### src/common/a429c_cfg.svh
/*
 * Offsets, field positions, reset values and timing counts of the
 * serial interface control block.
 * Assumes inclusion by bare name from the block's modules only.
 */
`ifndef A429C_CFG_SVH
`define A429C_CFG_SVH

// config word as captured from host bus lines 15..5
`define A429C_CFG_W        11
`define A429C_CFG_BUS_LSB  5
`define A429C_CFG_RESET    11'h001
`define A429C_F_SELFTEST_N 0
`define A429C_F_R1_EN      1
`define A429C_F_R1_A       2
`define A429C_F_R1_B       3
`define A429C_F_PAR_FLIP   7
`define A429C_F_TX_RATE    8
`define A429C_F_RX_RATE    9
`define A429C_F_LEN        10

// clock divisors for the two bit rates
`define A429C_DIV_FAST     10
`define A429C_DIV_SLOW     80
// null bits between words, idle bit times before a partial word is dropped
`define A429C_GAP_BITS     4
`define A429C_RX_TMO_BITS  2
// serial word lengths
`define A429C_LEN_LONG     32
`define A429C_LEN_SHORT    25

`endif

### src/common/a429c_pkg.sv
/*
 * Types of the serial interface control block.
 * Assumes nothing of its surroundings.
 */
package a429c_pkg;

    typedef enum logic [2:0] {
        TX_IDLE = 3'b001,
        TX_BITS = 3'b010,
        TX_GAP  = 3'b100
    } a429c_tx_state_t;

    typedef logic [10:0] a429c_cfg_t;

endpackage : a429c_pkg

### src/rtl/a429c_fifo.sv
/*
 * Transmit word FIFO, valid/ready on both sides, synchronous clear.
 * Assumes one clock; hold blocks writes one cycle after it rises.
 */
`timescale 1ns/1ns
module a429c_fifo #(
    parameter int W  = 31,
    parameter int D  = 8,
    parameter int AW = 3
) (
    // clock and clear
    input  wire logic         clk,
    input  wire logic         clr,
    input  wire logic         hold,
    // fill side
    input  wire logic [W-1:0] in_data,
    input  wire logic         in_valid,
    output logic              in_ready,
    // drain side
    output logic [W-1:0]      out_data,
    output logic              out_valid,
    input  wire logic         out_ready,
    output logic              empty
);
    logic [W-1:0] mem [D];
    logic [AW-1:0] wr_ptr;
    logic [AW-1:0] rd_ptr;
    logic [AW:0]   count;
    logic [AW-1:0] next_wr_ptr;
    logic [AW-1:0] next_rd_ptr;
    logic [AW:0]   next_count;
    logic          next_in_ready;
    logic          wr;
    logic          rd;

    always_comb begin
        wr            = in_valid && in_ready;
        rd            = out_ready && out_valid;
        next_wr_ptr   = wr ? wr_ptr + 1'b1 : wr_ptr;
        next_rd_ptr   = rd ? rd_ptr + 1'b1 : rd_ptr;
        next_count    = count + {{AW{1'b0}}, wr} - {{AW{1'b0}}, rd};
        next_in_ready = (next_count < (AW+1)'(D)) && !hold;
    end

    always_ff @(posedge clk) begin
        if (clr) begin
            wr_ptr   <= '0;
            rd_ptr   <= '0;
            count    <= '0;
            in_ready <= 1'b0;
        end else begin
            wr_ptr   <= next_wr_ptr;
            rd_ptr   <= next_rd_ptr;
            count    <= next_count;
            in_ready <= next_in_ready;
        end
        if (wr) begin
            mem[wr_ptr] <= in_data;
        end
    end

    assign out_data  = mem[rd_ptr];
    assign out_valid = (count != '0);
    assign empty     = (count == '0);

endmodule : a429c_fifo

### src/rtl/a429c_rate_div.sv
/*
 * Bit-rate divider: tick at each bit start, half at mid-bit, clock out.
 * Assumes the rate select changes only between words.
 */
`timescale 1ns/1ns
`include "a429c_cfg.svh"
module a429c_rate_div #(
    parameter int FAST = `A429C_DIV_FAST,
    parameter int SLOW = `A429C_DIV_SLOW,
    parameter int CW   = 7
) (
    // clock and clear
    input  wire logic clk,
    input  wire logic clr,
    // rate select, 1 = slow
    input  wire logic slow,
    // timing outputs
    output logic      tick,
    output logic      half,
    output logic      clk_out
);
    localparam logic [CW-1:0] F_TOP  = CW'(FAST - 1);
    localparam logic [CW-1:0] S_TOP  = CW'(SLOW - 1);
    localparam logic [CW-1:0] F_HALF = CW'(FAST / 2);
    localparam logic [CW-1:0] S_HALF = CW'(SLOW / 2);

    logic [CW-1:0] cnt;
    logic [CW-1:0] next_cnt;
    logic [CW-1:0] top;
    logic [CW-1:0] mid;
    logic          next_tick;
    logic          next_half;
    logic          next_clk_out;

    always_comb begin
        top          = slow ? S_TOP : F_TOP;
        mid          = slow ? S_HALF : F_HALF;
        next_tick    = (cnt >= top);
        next_cnt     = next_tick ? '0 : cnt + 1'b1;
        next_half    = (next_cnt == mid);
        next_clk_out = (next_cnt < mid);
    end

    always_ff @(posedge clk) begin
        if (clr) begin
            cnt     <= '0;
            tick    <= 1'b0;
            half    <= 1'b0;
            clk_out <= 1'b0;
        end else begin
            cnt     <= next_cnt;
            tick    <= next_tick;
            half    <= next_half;
            clk_out <= next_clk_out;
        end
    end

endmodule : a429c_rate_div

### src/rtl/a429c_top.sv
/*
 * Control word register, transmitter and two filtering receivers.
 * Assumes pins are asynchronous to clk and the word source is on clk.
 */
`timescale 1ns/1ns
`include "a429c_cfg.svh"
module a429c_top
    import a429c_pkg::*;
#(
    parameter int DEPTH = 8,
    parameter int TMO_W = 8
) (
    // clock and reset
    input  wire logic        clk,
    input  wire logic        rst,
    // host pins
    input  wire logic        master_clear_n,
    input  wire logic        config_strobe,
    input  wire logic        transmit_go,
    input  wire logic [15:0] host_bus_line,
    // transmit word stream, bits 30..0 of a long serial word, bits 23..0 of a short one
    input  wire logic [30:0] tx_word_data,
    input  wire logic        tx_word_valid,
    output logic             tx_word_ready,
    // receiver line pins, one per receiver
    input  wire logic [1:0]  rx_line_a,
    input  wire logic [1:0]  rx_line_b,
    // transmitter pins
    output logic             line_out_hi,
    output logic             line_out_lo,
    output logic             send_bit_clock_out,
    output logic             tx_empty,
    output a429c_cfg_t       config_word,
    // received words
    output logic [31:0]      rcv1_word,
    output logic             rcv1_ready,
    output logic [31:0]      rcv2_word,
    output logic             rcv2_ready
);
    ////////////////////////////////////////////////////////////////////////
    localparam int SW  = 23;
    localparam int MC  = 16, STB = 17, GO = 18, RXA = 19, RXB = 21;
    localparam logic [SW-1:0] SYNC_RST = 23'h010000;
    localparam logic [5:0] LEN_L = 6'(`A429C_LEN_LONG);
    localparam logic [5:0] LEN_S = 6'(`A429C_LEN_SHORT);
    localparam logic [2:0] GAP_END = 3'(`A429C_GAP_BITS - 1);
    localparam logic [TMO_W-1:0] TMO_F = TMO_W'(`A429C_DIV_FAST * `A429C_RX_TMO_BITS);
    localparam logic [TMO_W-1:0] TMO_S = TMO_W'(`A429C_DIV_SLOW * `A429C_RX_TMO_BITS);
    logic [SW-1:0] s1, s2, s3, f, f_q, next_f;
    logic          strobe_rise, go, clr;
    a429c_cfg_t    next_cfg;
    // pins pass three flops, a change counts once stages two and three agree
    always_comb begin
        next_f      = (s2 & s3) | (f & (s2 ^ s3)) | (~s2 & ~s3 & 23'h000000);
        strobe_rise = f[STB] && !f_q[STB];
        go          = f[GO];
        clr         = rst || !f[MC];
        next_cfg    = config_word;
        if (strobe_rise) begin
            next_cfg = f[15:`A429C_CFG_BUS_LSB];
        end
    end

    always_ff @(posedge clk) begin
        if (rst) begin
            s1          <= SYNC_RST;
            s2          <= SYNC_RST;
            s3          <= SYNC_RST;
            f           <= SYNC_RST;
            f_q         <= SYNC_RST;
            config_word <= `A429C_CFG_RESET;
        end else begin
            s1          <= {rx_line_b, rx_line_a, transmit_go, config_strobe,
                            master_clear_n, host_bus_line};
            s2          <= s1;
            s3          <= s2;
            f           <= next_f;
            f_q         <= f;
            config_word <= next_cfg;
        end
    end

    ////////////////////////////////////////////////////////////////////////
    logic [30:0]     fifo_data;
    logic            fifo_valid, fifo_empty, pop, tick, half, bit_clk;
    a429c_tx_state_t st, next_st;
    logic [31:0]     shift, next_shift, word32;
    logic [5:0]      bits, next_bits;
    logic [2:0]      gap, next_gap;
    logic            trate, next_trate, tlen, next_tlen, tpar, next_tpar;
    logic            par, next_hi, next_lo;
    // words are taken only while transmit go was low one cycle earlier
    a429c_fifo #(.W(31), .D(DEPTH), .AW($clog2(DEPTH))) a429c_fifo_inst (
        .clk       (clk),
        .clr       (clr),
        .hold      (go),
        .in_data   (tx_word_data),
        .in_valid  (tx_word_valid),
        .in_ready  (tx_word_ready),
        .out_data  (fifo_data),
        .out_valid (fifo_valid),
        .out_ready (pop),
        .empty     (fifo_empty)
    );
    a429c_rate_div #(.FAST(`A429C_DIV_FAST), .SLOW(`A429C_DIV_SLOW), .CW(7)) a429c_rate_div_inst (
        .clk     (clk),
        .clr     (clr),
        .slow    (trate),
        .tick    (tick),
        .half    (half),
        .clk_out (bit_clk)
    );
    always_comb begin
        next_st    = st;
        next_shift = shift;
        next_bits  = bits;
        next_gap   = gap;
        next_trate = trate;
        next_tlen  = tlen;
        next_tpar  = tpar;
        next_hi    = line_out_hi;
        next_lo    = line_out_lo;
        pop        = 1'b0;
        par        = 1'b0;
        word32     = '0;
        case (st)
            TX_IDLE: begin
                next_trate = config_word[`A429C_F_TX_RATE];
                next_tlen  = config_word[`A429C_F_LEN];
                next_tpar  = config_word[`A429C_F_PAR_FLIP];
                if (config_word[`A429C_F_LEN]) begin
                    par    = ~^fifo_data[23:0] ^ config_word[`A429C_F_PAR_FLIP];
                    word32 = {7'h00, par, fifo_data[23:0]};
                end else begin
                    par    = ~^fifo_data ^ config_word[`A429C_F_PAR_FLIP];
                    word32 = {par, fifo_data};
                end
                if (go && fifo_valid && tick) begin
                    pop        = 1'b1;
                    next_shift = word32;
                    next_bits  = 6'h01;
                    next_hi    = word32[0];
                    next_lo    = !word32[0];
                    next_st    = TX_BITS;
                end
            end
            TX_BITS: begin
                if (half) begin
                    next_hi = 1'b0;
                    next_lo = 1'b0;
                end
                if (tick) begin
                    if (bits == (tlen ? LEN_S : LEN_L)) begin
                        next_gap = 3'h1;
                        next_st  = TX_GAP;
                    end else begin
                        next_hi   = shift[bits[4:0]];
                        next_lo   = !shift[bits[4:0]];
                        next_bits = bits + 6'h01;
                    end
                end
            end
            TX_GAP: begin
                if (tick) begin
                    next_gap = gap + 3'h1;
                    if (gap == GAP_END) begin
                        next_st = TX_IDLE;
                    end
                end
            end
            default: next_st = TX_IDLE;
        endcase
    end

    always_ff @(posedge clk) begin
        if (clr) begin
            st                 <= TX_IDLE;
            shift              <= '0;
            bits               <= '0;
            gap                <= '0;
            trate              <= 1'b0;
            tlen               <= 1'b0;
            tpar               <= 1'b0;
            line_out_hi        <= 1'b0;
            line_out_lo        <= 1'b0;
            send_bit_clock_out <= 1'b0;
            tx_empty           <= 1'b1;
        end else begin
            st                 <= next_st;
            shift              <= next_shift;
            bits               <= next_bits;
            gap                <= next_gap;
            trate              <= next_trate;
            tlen               <= next_tlen;
            tpar               <= next_tpar;
            line_out_hi        <= next_hi;
            line_out_lo        <= next_lo;
            send_bit_clock_out <= bit_clk;
            tx_empty           <= fifo_empty;
        end
    end

    ////////////////////////////////////////////////////////////////////////
    logic [31:0] rword [2];
    logic [1:0]  rrdy;
    logic        self_test;
    assign self_test = !config_word[`A429C_F_SELFTEST_N];
    for (genvar g = 0; g < 2; g++) begin : g_rx
        logic             in_a, in_b, act_q, en, hit;
        logic             rlen, next_rlen, rrate, next_rrate, next_rdy;
        logic [31:0]      rsh, next_rsh, next_word;
        logic [5:0]       rcnt, next_rcnt;
        logic [TMO_W-1:0] rtim, next_rtim;
        always_comb begin
            // true data to receiver one, inverted to receiver two
            in_a = self_test ? (g == 0 ? line_out_hi : line_out_lo) : f[RXA+g];
            in_b = self_test ? (g == 0 ? line_out_lo : line_out_hi) : f[RXB+g];
            en   = config_word[`A429C_F_R1_EN + 3*g];
            hit  = (config_word[`A429C_F_R1_A + 3*g] == rsh[8])
                && (config_word[`A429C_F_R1_B + 3*g] == rsh[9]);
            next_rlen  = rlen;
            next_rrate = rrate;
            next_rsh   = rsh;
            next_rcnt  = rcnt;
            next_rtim  = rtim;
            next_word  = rword[g];
            next_rdy   = 1'b0;
            if ((in_a || in_b) && !act_q) begin
                if (rcnt == '0) begin
                    next_rlen  = config_word[`A429C_F_LEN];
                    next_rrate = config_word[`A429C_F_RX_RATE];
                    next_rsh   = '0;
                end
                next_rsh[rcnt[4:0]] = in_a;
                next_rcnt = rcnt + 6'h01;
                next_rtim = '0;
            end else if (rcnt == (rlen ? LEN_S : LEN_L)) begin
                next_rcnt = '0;
                if (!en || hit) begin
                    next_word = rsh;
                    next_rdy  = 1'b1;
                end
            end else if (rcnt != '0) begin
                next_rtim = rtim + 1'b1;
                if (rtim >= (rrate ? TMO_S : TMO_F)) begin
                    next_rcnt = '0;
                end
            end
        end

        always_ff @(posedge clk) begin
            if (clr) begin
                act_q    <= 1'b0;
                rlen     <= 1'b0;
                rrate    <= 1'b0;
                rsh      <= '0;
                rcnt     <= '0;
                rtim     <= '0;
                rword[g] <= '0;
                rrdy[g]  <= 1'b0;
            end else begin
                act_q    <= in_a || in_b;
                rlen     <= next_rlen;
                rrate    <= next_rrate;
                rsh      <= next_rsh;
                rcnt     <= next_rcnt;
                rtim     <= next_rtim;
                rword[g] <= next_word;
                rrdy[g]  <= next_rdy;
            end
        end
    end

    assign rcv1_word  = rword[0];
    assign rcv1_ready = rrdy[0];
    assign rcv2_word  = rword[1];
    assign rcv2_ready = rrdy[1];
endmodule : a429c_top

### config.mk
export PLATFORM = sky130hd
export DESIGN_NAME = a429c_top
export DESIGN_NICKNAME = d
export VERILOG_FILES = /design/src/common/a429c_pkg.sv /design/src/rtl/a429c_fifo.sv /design/src/rtl/a429c_rate_div.sv /design/src/rtl/a429c_top.sv
export VERILOG_INCLUDE_DIRS = /design/src /design/src/common
export SDC_FILE = /design/constraint.sdc
export NUM_CORES = 1
export LEC_CHECK = 0
export ABC_AREA = 1
export BUFFER_PORTS_ARGS = -buffer_cell sky130_fd_sc_hd__buf_2
export CELL_PAD_IN_SITES_DETAIL_PLACEMENT = 0
export CELL_PAD_IN_SITES_GLOBAL_PLACEMENT = 1
export CORE_MARGIN = 3
export CORE_UTILIZATION = 45
export CTS_BUF_LIST = sky130_fd_sc_hd__clkbuf_8
export DETAILED_ROUTE_END_ITERATION = 6
export HOLD_SLACK_MARGIN = 0.03
export PLACE_DENSITY = 0.86
export SLEW_MARGIN = 20
export SYNTH_ARGS = -nofsm -noshare
export SYNTH_HDL_FRONTEND = slang
export SYNTH_SLANG_ARGS = --single-unit
### constraint.sdc
create_clock -name clk -period 3.5 [get_ports clk]
set_clock_uncertainty 0.15 [all_clocks]
set_input_delay 0.35 -clock clk [delete_from_list [all_inputs] [get_ports clk]]
set_output_delay 0.35 -clock clk [all_outputs]
set_load 0.01 [all_outputs]
; ---- Yosys cells after proc, flatten, opt, wreduce, memory -nomap -nowiden
; Memory sizes are Yosys's and may differ from the RTL's. A register that Yosys moved wholly into a read port is not among the register bits.
; Cells that the tools add are included.
[word_totals]
regBits = 292
latchBits = 0
ramBits = 312
rom_bits = 0
inputBits = 57
out_inout_bits = 82
elab_cells = 221
n_memories = 2
[memory_table]
columns = memory, words, word_bits, rd, rd_clocked_by_memory_dff, write_ports, line
row1 = a429c_fifo_inst.mem, 8, 31, 1, 1, 1, a429c_fifo.sv:25  ; logic [W-1:0] mem [D];
row2 = rword, 2, 32, 2, 0, 2, a429c_top.sv:204  ; logic [31:0] rword [2];
[classes]
addsub = 11
mul = 0
div = 0
magnitude_cmp = 10
n_eq_ne = 18
shifts = 0
mux = 77
bitwise = 10
reduce_logical = 55
[op_table]
columns = op, count
row1 = 32-bit 2-to-1 mux, 14
row2 = 6-bit 2-to-1 mux, 15
row3 = 32-bit bitwise mux, 2
row4 = 23-bit AND, 2
row5 = 31-bit XNOR reduction, 1
row6 = 3-bit 2-to-1 mux, 10
row7 = 1-bit 2-to-1 mux, 24
row8 = 24-bit XNOR reduction, 1
row9 = 23-bit OR, 1
row10 = 23-bit bitwise XOR, 1
row11 = 6-bit by 1-bit adder with 6-bit output (second input constant), 3
row12 = 6-bit == test, 3
row13 = 5-bit by 6-bit less-than comparator with 1-bit output (second input constant), 3
row14 = 8-bit by 1-bit adder with 8-bit output (second input constant), 2
row15 = 8-bit >= comparator, 2
row16 = 8-bit 2-to-1 mux, 2
row17 = 2-bit AND reduction, 8
row18 = 7-bit 2-to-1 mux, 2
row19 = 1-bit logical AND, 12
row20 = 6-bit logical NOT, 2
row21 = 6-bit one-hot mux with 2 select lines, 1
row22 = 3-bit nonzero test, 4
row23 = 6-bit nonzero test, 2
row24 = 1-bit demux with 5-bit select, 2
row25 = 31 further kinds, 62

; ---- Logic depth before layout (Yosys ltp)
[logic_depth]
word_depth = 9
depth_mapped = 22
ltp_nobuf = 21

; ---- Cells and area by module
; Synthesis repeated with hierarchy kept, for this count alone.
[unflattened]
hier_cells = 2860
area_unflattened_um2 = 24210.7
[by_module_without_submodules]
columns = module, n_inst, cells_per_inst, area_per_inst_um2, seq_area_each_um2
row1 = a429c_top, 1, 1691, 12539.5, 5965.7
row2 = a429c_fifo, 1, 1077, 11024.3, 7727.4
row3 = a429c_rate_div, 1, 92, 646.9, 200.2

; ---- Worst setup path after synthesis
; OpenSTA, ideal clock, no wires.
[synth_timing]
path_type = reg2reg
from = register a429c_fifo_inst.in_ready
to = memory a429c_fifo_inst.mem[0][0] (enable)
setup_time_ps = 419
t_arrival_ps = 2021
path_slack_ps = 910
path_stages_with_launch = 5
path_buffers = 0
period_less_slack_ps = 2590
path_cell_list = dfxtp_1 nand2_1 inv_1 nand2_1 nor2_1
[synth_between]
elab_chain_cells = 3
[synth_rtl]
columns = item, line
row1 = "start, declared", a429c_fifo.sv:18  ; output logic in_ready,
row2 = "start signal, assigned", a429c_fifo.sv:55  ; in_ready <= next_in_ready;
row3 = 1-bit logical AND, a429c_fifo.sv:37  ; wr = in_valid && in_ready;
row4 = named net a429c_fifo_inst.wr, a429c_fifo.sv:33  ; logic wr;
row5 = 1-bit 2-to-1 mux, a429c_fifo.sv:57  ; if (wr) begin
row6 = 1-bit 2-to-1 mux (implied by the code), a429c_fifo.sv:58  ; mem[wr_ptr] <= in_data;
row7 = "end, declared", a429c_fifo.sv:25
; The timed path passes the listed nets, and every way through them passes these cells.

; ---- Worst setup path after layout
[layout_timing]
from = register config_word[0]
to = register g_rx[1].rsh[5]
[layout_between]
elab_chain_cells = 3
word_cells_on_any_way = 5
classes_between = mux (3) / reduce/logical (2)
[layout_rtl]
columns = item, line
row1 = "start, declared", a429c_top.sv:33  ; output a429c_cfg_t config_word,
row2 = "start signal, assigned", a429c_top.sv:71  ; config_word <= `A429C_CFG_RESET;
row3 = "start signal, assigned", a429c_top.sv:79  ; config_word <= next_cfg;
row4 = 1-bit 2-to-1 mux (on tied branches), "a429c_top.sv:216, a429c_top.sv:217"
row5 = 1-bit logical OR, a429c_top.sv:228  ; if ((in_a || in_b) && !act_q) begin
row6 = 1-bit logical AND, a429c_top.sv:228
row7 = "end signal, assigned", a429c_top.sv:265  ; rsh <= next_rsh;
row8 = "end, declared", a429c_top.sv:211  ; logic [31:0] rsh, next_rsh, next_word;
; Several ways; a longest one is shown, not always the timed one.
; A chain may end at the register's enable or synchronous reset.

==> results.json <==
{
  "seqPwrFrac_pct": 51.0,
  "insertion_delay_ns": 0.68,
  "powerDensity_nw_per_um2": 502.1,
  "die_h_um": 237.3,
  "critPathBufInv": 2,
  "grt_pass1_wl_mm": 91.26,
  "top_usage_layer": "met2",
  "port_buffers": 133,
  "drive_gt1_share_pct": 10.59,
  "synthMuxAreaShare_pct": 0,
  "die_w_um": 237.3,
  "p_leak_nw": 12.23,
  "max_freq_mhz": 330.8,
  "layout_common_cells": "nand2_1 (690), nor2_1 (369), inv_1 (354)",
  "holdPathEnd": "s2[19]",
  "vias": 18900,
  "wl_mm": 56.42,
  "final-setup-viol-count": 0,
  "yosys.area_share.adder_pct": 2.994,
  "antenna_left": 0,
  "first_iter_violations": 1442,
  "cts.sinks": 570,
  "hold_buffers": 51,
  "clock_power_share_pct": 43.4,
  "grt-ovfl-total": 0,
  "grt.total_usage_pct": 19.96,
  "num_rows": 84,
  "core_region_area_um2": 52760,
  "synth-simple-area-share_pct": 21.15,
  "hold_path.startpoint": "s1[19]",
  "synth_xor_area_share_pct": 0.4367,
  "fin_tns_setup_ns": 0,
  "ff2ff_setup_slack_ns": 0.48,
  "syn_avg_cell_area_um2": 8.532,
  "cts.clk_slew.worst_paths_ns": 0.06,
  "combPwrFrac_pct": 5.6,
  "yosys_warnings": 0,
  "drt_first_pass_iters": 6,
  "slowest_stage": "nor2_1",
  "r2r_end": "g_rx[1].rsh[5]",
  "cts_root_buf": "clkbuf_8",
  "p_int_w": 0.01072,
  "status": "finished clean",
  "cp.arrival_ns": 3.43,
  "fin_crit_ns": 3.023,
  "switching_share_pct": 23.15,
  "cts_buffer_depth": 3,
  "route.detailed.drc": 0,
  "gp_congestion": 0.8174,
  "crit_fanout": 14,
  "syn2layout_area_growth_pct": 15.43,
  "crit_path_start_kind": "register",
  "p_total_w": 0.01395,
  "cp_cell_sequence": "a21oi_1 > nand3_1 > inv_1 > nor2_1 > inv_1 > nor2_1 > nand2_1 > o21ai_0 > a21oi_1",
  "min_path_cells": 2,
  "pin_count": 139,
  "synth_edf_count": 248,
  "cts_made_buffers": 95,
  "ir_worst_vdd_v": 0.0002788,
  "met3_usage_pct": 3.794,
  "final_util_pct": 52.66,
  "rsz0062_at_grt": "false",
  "die_area_um2": 56290,
  "cts_resized": 0,
  "maxSlewViolCount": 0,
  "maxSlewHeadroom_pct": 38.43,
  "ys_seq_area_share_pct": 57.73,
  "cap_violations": 0,
  "synthesis.area_um2": 24070,
  "worstPathRequired_ns": 3.91,
  "ys_dominant_reg_cell": "dfxtp_1",
  "cpPeakStageDelay_ns": 0.69,
  "grt_antenna_before_repair": 2,
  "hp-class": "reg2reg",
  "synth_compound_area_share_pct": 9.976,
  "start_util_pct": 45.62,
  "use_met2_pct": 33.07,
  "htreeDepth": 3,
  "grt_pass1_vias": 18030,
  "ys_types": 42,
  "syn_nets": 2935,
  "post_cts_buffers": 0,
  "cp-end-kind": "register",
  "async_flop_share_pct": 0,
  "timing.rr.start": "config_word[0]",
  "cpLargestDelayFamily": "simple AND/OR/NAND/NOR gates",
  "grtUsageMet1_pct": 26.50,
  "rr_worst_depth": 9,
  "final_common_cell": "nand2_1",
  "layout_worst_path_cycle_share_pct": 86.37,
  "drt-wirelength-per-cell_um": 14.94,
  "synth_top_family_by_area": "simple AND/OR/NAND/NOR gates",
  "power_switching_w": 0.003230,
  "hold_viol_final": 0,
  "place_inst": 3551,
  "tightest_slew_ns": 0.9201,
  "stdcell_count": 3777,
  "cts_tree": "done",
  "synthCells": 2821,
  "synth-seq-cells": 570,
  "grt_start_max_net_pins": 129,
  "dp.final_hpwl_mm": 33.56,
  "worstSetupPathType": "reg2reg",
  "fin_nets": 3125,
  "viasPerCell": 5.003
}
registers in the layout (all words and copies together) (netlist names), 3 cells and up, named ones only:
register,count
g_rx.rcnt,12
st,3
shift,32
f,18
bits,6
a429c_fifo_inst.rd_ptr,3
a429c_fifo_inst.count,4
a429c_rate_div_inst.cnt,7
s2,18
a429c_fifo_inst.mem,248
g_rx.rtim,16
gap,3
rword,64
s1,18
s3,18
g_rx.rsh,64
a429c_fifo_inst.wr_ptr,3
config_word,11
logic make-up (layout without fill, tap and decap cells):
family          count (synthesis)  count (layout)
buf+inv                       450             717
compound gates                458             458
flops                         570             570
fa+ha+maj                      57              57
simple gates                 1274            1274
other cells                     0               1
xor+xnor                       12              12
power groups by stage:
| stage | combinational (W) | clock (W) | sequential, W |
|---|---|---|---|
| floorplan | 0.000479 | 0 | 0.00725 |
| finish | 0.000778 | 0.00606 | 0.00711 |
| global route | 0.000892 | 0.00655 | 0.00712 |
| global placement | 0.000705 | 0 | 0.00725 |
| CTS | 0.000781 | 0.00624 | 0.00711 |
| detailed placement | 0.000730 | 0 | 0.00725 |
per-layer routing:
layer	part of all wire [%]	vias up
met4	2.1	2
met3	5.5	92
met2	46	464
met5	0.012	-
li1	-	9541
met1	46	8797
synth_stat cells (all sizes together) (23+ instances only):
| cell type | count | area share [%] |
|---|---|---|
| edfxtp | 248 | 31 |
| a21oi | 150 | 3.1 |
| buf | 47 | 1.4 |
| nor2 | 378 | 5.9 |
| ha | 56 | 2.9 |
| o21ai | 262 | 5.5 |
| inv | 330 | 5.1 |
| nor3 | 23 | 0.52 |
| nand2 | 691 | 11 |
| clkbuf | 73 | 1.1 |
| nand3 | 160 | 3.3 |
| dfxtp | 322 | 27 |
worst min-delay path, cell delays in order (launching register included):
cell,delay (ns)
dfxtp_1,0.29
inv_1,0.04
nor2_1,0.03
per-stage QoR:
stage	cell area, um^2	hold slack, ns	worst slack [ns]
final	27780	0.2502	0.4769
after global routing	27780	0.2353	0.09852
after CTS	27780	0.1853	0.4916
after detailed placement	25270	0.2454	0.5194
after global placement	25270	0.2424	0.5256
after floorplan	24070	0.2383	0.9105
final cells by class:
| class | count | area [um^2] |
|---|---|---|
| clock buffers | 113 | 1555 |
| multi-input cells | 1801 | 8339 |
| well taps | 688 | 860.8 |
| flip-flops and latches | 570 | 13900 |
| repair buffers | 213 | 1444 |
| clock inverters | 61 | 440.4 |
| fillers | 4834 | 24980 |
| diodes | 1 | 2.502 |
| inverters | 330 | 1240 |
how the worst max path moves through the flow:
stage	startpoint	end	slack (ns)	cells past startpoint
2_1_floorplan	a429c_fifo_inst.in_ready	a429c_fifo_inst.mem[0][0]	0.91	4
3_3_place_gp	line_out_lo	g_rx[1].rsh[5]	0.53	11
3_5_place_dp	line_out_lo	g_rx[1].rsh[5]	0.52	11
4_1_cts	line_out_lo	g_rx[1].rsh[5]	0.49	11
5_1_grt	line_out_lo	g_rx[1].rsh[21]	0.1	11
6_report	config_word[0]	g_rx[1].rsh[5]	0.48	9
No activity file was read; power rests on OpenSTA's default activity.
